`config.mk`:
```
export PLATFORM = sky130hd
export DESIGN_NAME = tca_top
export DESIGN_NICKNAME = d
export VERILOG_FILES = /design/src/rtl/tca_top.v
export VERILOG_INCLUDE_DIRS = /design/src /design/src/shared
export SDC_FILE = /design/constraint.sdc
export NUM_CORES = 2
export LEC_CHECK = 0
export BUFFER_PORTS_ARGS = -buffer_cell sky130_fd_sc_hd__buf_2
export CELL_PAD_IN_SITES_DETAIL_PLACEMENT = 0
export CELL_PAD_IN_SITES_GLOBAL_PLACEMENT = 2
export CORE_MARGIN = 5
export CORE_UTILIZATION = 30
export CTS_CLUSTER_DIAMETER = 50
export DETAILED_ROUTE_END_ITERATION = 10
export PLACE_DENSITY = 0.66
export SLEW_MARGIN = 10
export SYNTH_ARGS = -nofsm -noshare
export SYNTH_HDL_FRONTEND = slang
export SYNTH_SLANG_ARGS = --single-unit
```
`constraint.sdc`:
```
create_clock -name clk_in -period 6.5 [get_ports clk_in]
set_clock_uncertainty 0.2 [all_clocks]
set_input_delay 0.65 -clock clk_in [delete_from_list [all_inputs] [get_ports clk_in]]
set_output_delay 0.65 -clock clk_in [all_outputs]
set_load 0.005 [all_outputs]
```
`src/shared/tca_defs.vh`:
```
// Offsets, field positions, delivery values and timing counts of the config block.
`ifndef TCA_DEFS_VH
`define TCA_DEFS_VH
// ====================================================
// Register byte addresses on the bus.
`define TCA_CTRL_OFS      9'h000
`define TCA_STATUS_OFS    9'h004
`define TCA_ACCESS_OFS    9'h008
`define TCA_PAGE_BIT      8
// ====================================================
// Memory layout.
`define TCA_CFG_PAGE      6'h01
`define TCA_PAGE_COUNT    64
// ====================================================
// Field positions of the mode and lock byte.
`define TCA_AUTH_BIT      7
`define TCA_CODING_BIT    6
`define TCA_RATE_HI       5
`define TCA_RATE_LO       4
`define TCA_PCNT_HI       3
`define TCA_PCNT_LO       2
`define TCA_CFGLOCK_BIT   1
`define TCA_KEYLOCK_BIT   0
// ====================================================
// Control register bits.
`define TCA_CMD_SELECT    0
`define TCA_CMD_AUTH_OK   1
`define TCA_CMD_DESELECT  2
// ====================================================
// Delivery values loaded by the erase input, and the fixed size code.
`define TCA_MODE_INIT     8'h00
`define TCA_LOCK_INIT     8'h00
`define TCA_PWHI_INIT     8'hAA
`define TCA_SIZE_CODE     2'h2
// ====================================================
// Uplink bit lengths in carrier periods.
`define TCA_BITLEN_2K     7'h40
`define TCA_BITLEN_4K     7'h20
`define TCA_BITLEN_8K     7'h10
`endif

```
`src/rtl/tca_top.v`:
```
// Configuration page store and access-rights checker of the transponder.
//
// Implementation choices: the Avalon-MM register port and the placing of the registers.
`timescale 1ns/1ps
`include "tca_defs.vh"

// How it works
// [RULE_01] Config in page 1, active after reset
// [RULE_02] Size code 00/01/10 is 32/256/2048 bit
// [RULE_03] Memory type byte reserved, never written
// [RULE_04] Plain mode: select command selects directly
// [RULE_05] Secure mode: select then good auth_sequence_a
// [RULE_06] Coding bit picks Manchester or biphase
// [RULE_07] Rate bits pick 4, 8, 2 kbit/s
// [RULE_08] Page count bits pick tag-first pages
// [RULE_09] Config lock freezes mode, page lock OTP
// [RULE_10] Config lock bit can never clear
// [RULE_11] Secure plus secret lock hides keys
// [RULE_12] Plain plus secret lock: pages 2-3 read-only
// [RULE_13] Reader sets config lock after secret lock
// [RULE_14] Page lock bits make groups read-only
// [RULE_15] Pigeon race keeps page 5 top writable
// [RULE_16] Refused writes leave contents unchanged
module tca_top
(
    input  wire        clk_in,              // System clock.
    input  wire        resetn_in,           // Asynchronous reset, low active.
    input  wire [8:0]  av_address_in,       // Avalon byte address.
    input  wire        av_read_in,          // Avalon read request.
    input  wire        av_write_in,         // Avalon write request.
    input  wire [31:0] av_writedata_in,     // Avalon write data.
    input  wire [3:0]  av_byteenable_in,    // Avalon byte enables.
    output reg  [31:0] av_readdata_out,     // Avalon read data.
    output wire        av_waitrequest_out,  // Avalon wait request.
    input  wire        nvm_init_in,         // Loads the delivery image.
    output reg         selected_out,        // Device is selected.
    output wire        tag_first_en_out,    // Tag-first transmission on.
    output wire        uplink_biphase_out,  // Biphase, else Manchester.
    output wire [6:0]  uplink_bit_len_out,  // Bit length in carrier periods.
    output wire [5:0]  tag_first_last_out,  // Last page sent in tag-first.
    output wire        pigeon_race_out      // Pigeon race standard on.
);

    // ====================================================
    // Storage.
    reg  [31:0] page_mem [0:`TCA_PAGE_COUNT-1]; // Nonvolatile pages.
    reg  [7:0]  nv_mode;          // Stored mode and lock byte.
    reg  [7:0]  nv_lock;          // Stored page lock byte.
    reg  [7:0]  nv_pw_hi;         // Stored high password byte.
    reg  [7:0]  eff_mode;         // Mode and lock byte in force.
    reg  [7:0]  eff_lock;         // Page lock byte in force.
    reg         load_pend;        // Copy pending after reset.
    reg         auth_pend;        // Waiting for a good auth_sequence_a.
    reg         ack;              // Bus answer phase.
    reg         wr_denied;        // Last write was refused.
    reg         rd_denied;        // Last read was refused.
    reg  [31:0] next_word;        // Page word after a write.
    reg         next_wr_denied;   // Some byte of a write refused.
    reg  [31:0] rd_word;          // Page word as seen by a read.
    reg         rd_bad;           // Read refused.
    reg  [7:0]  wb;               // Write byte under test.
    reg  [7:0]  ob;               // Old byte under test.
    integer     i;                // Byte loop index.
    integer     k;                // Page loop index of the store.

    wire [7:0]  mem_type = {6'h00, `TCA_SIZE_CODE}; // [RULE_02] [RULE_03]
    wire        req = av_read_in | av_write_in;
    wire        in_mem = av_address_in[`TCA_PAGE_BIT];
    wire [5:0]  pg = av_address_in[7:2];
    wire        auth = eff_mode[`TCA_AUTH_BIT];
    wire        cfg_lock = eff_mode[`TCA_CFGLOCK_BIT];
    wire        key_lock = eff_mode[`TCA_KEYLOCK_BIT];
    wire [1:0]  rate = eff_mode[`TCA_RATE_HI:`TCA_RATE_LO];
    wire [1:0]  pcnt = eff_mode[`TCA_PCNT_HI:`TCA_PCNT_LO];
    wire [31:0] cur_word = (pg == `TCA_CFG_PAGE) ?
                           {nv_pw_hi, nv_lock, nv_mode, mem_type} : page_mem[pg];

    // ====================================================
    // Functions.

    // Number of pages that the size code provides.
    function [6:0] size_pages;
        input [1:0] code;
        begin
            case (code)
                2'b01:   size_pages = 7'd8;
                2'b10:   size_pages = 7'd64;
                default: size_pages = 7'd1;
            endcase
        end
    endfunction

    // Lock bit that guards a data page from page 4 upward.
    function group_lock;
        input [5:0] page;
        input [7:0] locks;
        begin
            if (page < 6'd6)
                group_lock = locks[7];
            else if (page < 6'd8)
                group_lock = locks[6];
            else if (page < 6'd12)
                group_lock = locks[5];
            else if (page < 6'd16)
                group_lock = locks[4];
            else if (page < 6'd24)
                group_lock = locks[3];
            else if (page < 6'd32)
                group_lock = locks[2];
            else if (page < 6'd48)
                group_lock = locks[1];
            else
                group_lock = locks[0];
        end
    endfunction

    // Uplink bit length for the rate code.
    function [6:0] bit_len;
        input [1:0] code;
        begin
            case (code)
                2'b00:   bit_len = `TCA_BITLEN_4K;
                2'b01:   bit_len = `TCA_BITLEN_8K;
                default: bit_len = `TCA_BITLEN_2K;
            endcase
        end
    endfunction

    // ====================================================
    // Tag-first outputs decoded from the byte in force.
    assign uplink_biphase_out = eff_mode[`TCA_CODING_BIT];    // [RULE_06]
    assign uplink_bit_len_out = bit_len(rate);                // [RULE_07]
    assign pigeon_race_out    = (rate == 2'b11);              // [RULE_07]
    assign tag_first_en_out   = (pcnt != 2'b00);              // [RULE_08]
    assign tag_first_last_out = (pcnt == 2'b01) ? 6'd5 :
                                (pcnt == 2'b10) ? 6'd7 : 6'd4; // [RULE_08]

    // ====================================================
    // The bus waits one cycle, then answers.
    assign av_waitrequest_out = req & ~ack;

    // Next page word and refusal for a write to the addressed page.
    always @*
    begin
        next_word = cur_word;
        next_wr_denied = 1'b0;
        wb = 8'h00;
        ob = 8'h00;
        for (i = 0; i < 4; i = i + 1)
        begin
            if (av_byteenable_in[i])
            begin
                wb = av_writedata_in[8*i +: 8];
                ob = cur_word[8*i +: 8];
                if ({1'b0, pg} >= size_pages(`TCA_SIZE_CODE) || pg == 6'd0)
                begin
                    // Absent pages and the identifier are never written.
                    next_wr_denied = 1'b1;                      // [RULE_16]
                end
                else if (pg == `TCA_CFG_PAGE)
                begin
                    if (i == 0)
                    begin
                        // The memory type byte is fixed.
                        next_wr_denied = 1'b1;                  // [RULE_03]
                    end
                    else if (i == 1)
                    begin
                        if (cfg_lock)
                            next_wr_denied = 1'b1;              // [RULE_09]
                        else
                            next_word[15:8] = {wb[7:2], wb[1] | ob[1], wb[0]}; // [RULE_10]
                    end
                    else if (i == 2)
                    begin
                        // Once frozen, lock bits can only be set.
                        next_word[23:16] = cfg_lock ? (ob | wb) : wb; // [RULE_09] [RULE_14]
                    end
                    else if (auth && key_lock)
                        next_wr_denied = 1'b1;                  // [RULE_11]
                    else
                        next_word[31:24] = wb;
                end
                else if (pg < 6'd4)
                begin
                    // Key pages are closed or read-only under the secret lock.
                    if (key_lock)
                        next_wr_denied = 1'b1;                  // [RULE_11] [RULE_12]
                    else
                        next_word[8*i +: 8] = wb;
                end
                else if (group_lock(pg, eff_lock[7:0]) &&
                         !(pg == 6'd5 && i >= 2 && rate == 2'b11))
                    next_wr_denied = 1'b1;                      // [RULE_14] [RULE_15]
                else
                    next_word[8*i +: 8] = wb;
            end
        end
    end

    // Page word as returned to a read, with hidden parts zeroed.
    always @*
    begin
        rd_word = cur_word;
        rd_bad = 1'b0;
        if ({1'b0, pg} >= size_pages(`TCA_SIZE_CODE))
        begin
            rd_word = 32'h0000_0000;
            rd_bad = 1'b1;
        end
        else if (auth && key_lock && (pg == 6'd2 || pg == 6'd3))
        begin
            rd_word = 32'h0000_0000;                            // [RULE_11]
            rd_bad = 1'b1;
        end
        else if (auth && key_lock && pg == `TCA_CFG_PAGE)
            rd_word[31:24] = 8'h00;                             // [RULE_11]
    end

    // ====================================================
    // Bus handshake, read data and access flags.
    always @(posedge clk_in or negedge resetn_in)
    begin
        if (!resetn_in)
        begin
            ack <= 1'b0;
            av_readdata_out <= 32'h0000_0000;
            wr_denied <= 1'b0;
            rd_denied <= 1'b0;
        end
        else
        begin
            ack <= req & ~ack;
            if (av_read_in && !ack)
            begin
                // Data is captured so it stands when waitrequest drops.
                if (in_mem)
                begin
                    av_readdata_out <= rd_word;
                    rd_denied <= rd_bad;
                end
                else if (av_address_in == `TCA_STATUS_OFS)
                    av_readdata_out <= {8'h00, eff_lock, eff_mode,
                                        5'h00, auth_pend, load_pend, selected_out};
                else if (av_address_in == `TCA_ACCESS_OFS)
                    av_readdata_out <= {30'h0000_0000, rd_denied, wr_denied};
                else
                    av_readdata_out <= 32'h0000_0000;
            end
            if (av_write_in && ack && in_mem)
                wr_denied <= next_wr_denied;                    // [RULE_16]
        end
    end

    // ====================================================
    // Nonvolatile store; it keeps its contents across reset.
    always @(posedge clk_in)
    begin
        if (nvm_init_in)
        begin
            nv_mode <= `TCA_MODE_INIT;
            nv_lock <= `TCA_LOCK_INIT;
            nv_pw_hi <= `TCA_PWHI_INIT;
            // A loop index of its own keeps this process apart from the byte decode.
            for (k = 0; k < `TCA_PAGE_COUNT; k = k + 1)
                page_mem[k] <= 32'h0000_0000;
        end
        else if (av_write_in && ack && in_mem)
        begin
            // Refused bytes were left at their old value above.
            if (pg == `TCA_CFG_PAGE)
            begin
                nv_mode <= next_word[15:8];                     // [RULE_01]
                nv_lock <= next_word[23:16];
                nv_pw_hi <= next_word[31:24];
            end
            else
                page_mem[pg] <= next_word;                      // [RULE_16]
        end
    end

    // ====================================================
    // Copy of the config taken once after each reset release.
    always @(posedge clk_in or negedge resetn_in)
    begin
        if (!resetn_in)
        begin
            load_pend <= 1'b1;
            eff_mode <= 8'h00;
            eff_lock <= 8'h00;
        end
        else if (load_pend)
        begin
            load_pend <= 1'b0;
            eff_mode <= nv_mode;                                // [RULE_01]
            eff_lock <= nv_lock;                                // [RULE_01]
        end
    end

    // ====================================================
    // Selection from the reader's commands.
    always @(posedge clk_in or negedge resetn_in)
    begin
        if (!resetn_in)
        begin
            selected_out <= 1'b0;
            auth_pend <= 1'b0;
        end
        else if (av_write_in && ack && av_address_in == `TCA_CTRL_OFS && av_byteenable_in[0])
        begin
            if (av_writedata_in[`TCA_CMD_DESELECT])
            begin
                selected_out <= 1'b0;
                auth_pend <= 1'b0;
            end
            else if (av_writedata_in[`TCA_CMD_SELECT])
            begin
                // Plain mode selects at once, secure mode waits.
                selected_out <= ~auth;                          // [RULE_04]
                auth_pend <= auth;                              // [RULE_05]
            end
            else if (av_writedata_in[`TCA_CMD_AUTH_OK] && auth_pend)
            begin
                selected_out <= 1'b1;                           // [RULE_05]
                auth_pend <= 1'b0;
            end
        end
    end

endmodule

```
## Word-level counts from Yosys, hierarchy flattened

Memories as Yosys holds them, arrays and structs flattened.
Index checks and enable logic that the tools add are counted.

| word-level totals | value |
|---|---|
| register bits after elaboration | 78 |
| bits in writable memories | 2048 |
| input bits | 50 |
| output and inout bits | 50 |
| word-level logic and storage cells | 154 |
| memories | 1 |

Memory list:

| memory | words | bits a word | read ports | clocked after Yosys merged registers in | write ports | line | source |
|---|---|---|---|---|---|---|---|
| page_mem | 64 | 32 | 1 | 0 | 64 | tca_top.v:46 | `` reg [31:0] page_mem [0:`TCA_PAGE_COUNT-1]; `` |

| operators by class | value |
|---|---|
| magnitude comparators | 8 |
| equality and inequality tests | 10 |
| muxes and demuxes | 93 |
| bitwise operators | 6 |
| reduce and logical (&&, ||, !) cells | 24 |

Operator list:

| cell | count |
|---|---|
| 8-bit 2-to-1 mux | 29 |
| 32-bit 2-to-1 mux | 3 |
| 1-bit 2-to-1 mux | 54 |
| 24-bit 2-to-1 mux | 2 |
| 32-bit OR reduction | 1 |
| 7-bit case mux with 2 select lines | 1 |
| 6-bit by 2-bit == test with 1-bit output, second input constant | 2 |
| 1-bit logical AND | 12 |
| 6-bit by 3-bit < comparator with 1-bit output, second input constant | 2 |
| 6-bit by 4-bit < comparator with 1-bit output, second input constant | 2 |
| 6-bit by 5-bit < comparator with 1-bit output, second input constant | 2 |
| 6-bit < comparator, second input constant | 2 |
| 9-bit by 3-bit == test with 1-bit output, second input constant | 1 |
| 9-bit by 4-bit == test with 1-bit output, second input constant | 1 |
| 9-bit zero test | 1 |
| 8-bit bitwise OR | 1 |
| 6-bit by 1-bit == test with 1-bit output, second input constant | 1 |
| 6-bit by 3-bit == test with 1-bit output, second input constant | 1 |
| 6-bit zero test | 1 |
| 2-bit 2-to-1 mux | 3 |
| 6-bit 2-to-1 mux | 1 |
| 2-bit AND reduction | 3 |
| 2-bit by 1-bit == test with 1-bit output, second input constant | 2 |
| 2-bit == test, second input constant | 2 |
| other kinds (8) | 11 |

## Longest topological paths before layout

| logic depth | value |
|---|---|
| depth after elaboration | 32 |
| gate-level depth with buffers | 15 |
| mapped depth without buffers | 7 |

## Worst setup path before layout

Ideal clock, no wire load.

| timing path | value |
|---|---|
| path type | in2reg |
| start | input port av_address_in[5] |
| end | memory page_mem[56][0] (enable) |
| setup time | 0.394 ns |
| data arrival time | 3.413 ns |
| required time | 5.906 ns |
| slack | 2.493 ns |
| stages on the path | 10 |
| buffers on the path | 6 |
| cells stage by stage | buf_2 > buf_2 > buf_2 > buf_2 > buf_1 > clkbuf_1 > nand2_1 > nor2_1 > nand2_1 > nand2b_1 |

RTL lines:

| item | line | source |
|---|---|---|
| start: declaration | tca_top.v:28 | `input wire [8:0] av_address_in,` |
| end: declaration | tca_top.v:46 |  |

==> run metrics <==
first-pass GRT wire length 465.8 mm; Cells after DPL 10260; drt first pass iters 8; fraction of registers with async set/reset 0.02548; clock share of power 0.411; initial DRC count 7503; Port Buffers 91; via count 57030; number of synthesized flops with an enable pin 2041; gr ovfl total 0; Static Leak 36.66 nW; Hold Crit Class in2reg; area leader, netlist edfxtp_1; total die area 319200 um2; Clock Latency Late Sink 880 ps; CTS Buffer Depth 3; row count 203; CP Capture Type flip-flop; Initial Utilization 0.3017; drc violations 0; GRT Total Usage 0.2071; average size of a mapped cell 14.62 um2; instance count of the mapped netlist 6322; Mapped Area 92410 um2; Max Fclk 0.1936 GHz; Tmin final 5165 ps; post-synth top area share 0.6632; Routed Antenna Nets 1; CTS tree yes; crit-path max cell delay 910 ps; clock root buffer clkbuf_16; final setup fails 0; slew margin rel. 0.1508; clock sinks 2119; RSZ-0062 raised after global routing no; largest net degree at the start of global routing 76; Num CTS Buffers 238; CTS clock-pin slew for the worst setup and hold paths 60 ps; arrival time of the worst setup path 5540 ps; GPL Wtd Cong 0.8556; fin. max-slew vios 0; Crit path max-delay family buffers and inverters; Post-Layout Cell Count 10720; P per Cell Area 303.1 nW/um2; switching power 0.008355 W; Net Sw Frac 0.2594; Final Hold Vio Count 0; CTS H-Tree Depth 4; vias in the first global route 56520; Synth area leaders edfxtp_1, mux4_2, nor2_1, mux2i_1, dfrtp_1; period utilization 0.7947; setup_tns 0 ps; CP Max Fanout 47; CORE AREA 306300 um2; dpl hpwl 207.6 mm; failing checks antenna rules; top_reg_cell synth edfxtp_1; P&R area growth vs syn 15.00%; sequential fraction of the synthesis area 0.6830; Int Pwr 0.02385 W; DR vias/cell 5.318; Critical Path RT 6870 ps; startpoint types primary input; antenna violations before repair 13; die height 565.0 um; fin nets 6466; WL/cell 31.52 um; worst path cell trace buf_8 -> buf_4 -> mux4_2 -> a22oi_1 -> o21ai_0 -> nor4_1 -> a21oi_1 -> mux2i_4 -> buf_4 -> nor2_1; status finished with violations; Worst Setup Slack, final 1335 ps; Max IR drop VDD 0.2258 mV; Top Ports 100; WL final 338.0 mm; class of the most critical setup path in2reg; share of cells above drive strength 1 0.2160; Yosys warnings 0; Combinational Power Share 0.106; Distinct cells, synth 83; setup slack at placement 579.7 ps; most frequent CP cell buf_4; Fin Hold WS 69.31 ps; max-cap viol count 0; Sequential Power Share 0.483; Post-CTS Setup Inserts 0; #FFs+latches synth 2119; Slew @ Worst Pin 1274 ps; slowest stage cell on the critical path nor4_1; WP buf/inv 3; DIE WIDTH 565.0 um
[cells by family (layout without fill, tap and decap cells)]
kind of cell             count (synthesis)  count (layout)  synth area share
AO/OA/AOI/OAI                          365             365           0.02924
AND/OR/NAND/NOR                       2528            2528            0.1097
other                                    2              42        0.00008127
adder cells (fa/ha/maj)                  2               2         0.0002707
multiplexers                           675             675            0.1423
buffers and inverters                  631             893           0.03539
flip-flops                            2119            2119            0.6830
[final cells by class]
type	instances	area [um2]
antenna	8	20.02
clock buffer	291	6176
clock inverter	151	1365
fill	29630	200000
inverter	13	53.80
multi-input combinational	3604	26450
sequential	2119	63120
tap	4100	5130
timing repair buffer	438	3958
[flip-flops by register name, indices dropped and copies added (netlist names), 8 cells and up]
register / count
eff_mode: 8
nv_lock: 8
nv_mode: 8
av_readdata_out: 32
nv_pw_hi: 8
page_mem: 2041
eff_lock: 8
[cell usage after synthesis (all sizes together), types with 24 or more instances]
cell and number:
a21oi 74, a22o 26, a22oi 90, buf 348
clkbuf 270, dfrtp 53, dfxtp 24, edfxtp 2041
mux2 26, mux2i 151, mux4 498, nand2 166
nand2b 78, nand3 31, nor2 2118, nor3 34
o21ai 44
[worst register-to-register path: stages (launching register included)]
cell and delay [ps]:
dfrtp_1 400, nand3_1 110, buf_4 200, nor3_1 740, nand2_1 590, nor2_1 820
nand2_1 150, buf_4 340, nand2b_2 910
[path summary, 6_finish.rpt]
path | startpoint | endpoint | slack, ps | depth (start not counted)
worst max-delay path | av_address_in[2] | page_mem[61][31] | 1330 | 10
worst min-delay path | av_writedata_in[18] | page_mem[43][18] | 70 | 3
max in group asynchronous | resetn_in | av_readdata_out[31] | 5110 | 3
worst max register to register | ack | page_mem[13][10] | 1610 | 8
min in group asynchronous | resetn_in | av_readdata_out[12] | 340 | 3
worst min register to register | nv_mode[2] | eff_mode[2] | 280 | 2
[timing repair]
action | 4_1_cts | 5_1_grt
hold endpoints to repair | 66 | 0
resized for setup | 0 | 0
setup endpoints to repair | 0 | 0
hold buffers | 16 | 0
[routing by layer]
| layer | share of wire | vias to the layer above | GRT usage |
|---|---|---|---|
| li1 | - | 23460 | - |
| met1 | 0.41 | 30580 | 0.2820 |
| met2 | 0.47 | 2514 | 0.3343 |
| met3 | 0.080 | 465 | 0.04372 |
| met4 | 0.033 | 6 | 0.06182 |
| met5 | 0.00058 | - | 0 |
[stage by stage]
stage	instance area [um2]	utilization	total power, W
after floorplan	92530	-	0.01759
after global placement	98550	0.3217	0.01922
after detailed placement	98550	0.3217	0.01926
after CTS	106300	0.3469	0.03240
after global routing	106300	0.3469	0.03309
final	106300	0.3469	0.03221
[placed cells by master, fill, tap and decap left out, drive strengths merged, types with 12 or more instances in the layout]
cell	count
buf	422
mux2	26
and2	12
dlygate4sd3	16
bufinv	17
dfxtp	24
inv	33
a211oi	20
mux2i	151
nand3	31
nor2b	19
o22ai	21
a21oi	74
nor3	34
a22o	26
edfxtp	2041
a22oi	90
clkbuf	291
nand2	166
o21ai	44
nor2	2118
dfrtp	53
conb	34
nand2b	78
mux4	498
o211ai	16
clkinv	105
[power by group through the flow]
stage	Combinational (W)	Sequential, W	Clock (W)
2_1_floorplan	0.00179	0.0158	0
3_3_place_gp	0.00339	0.0158	0
3_5_place_dp	0.00341	0.0159	0
4_1_cts	0.00342	0.0156	0.0134
5_1_grt	0.00351	0.0156	0.0140
6_report	0.00342	0.0156	0.0132
Note: power is estimated with default switching activity, not from simulation.
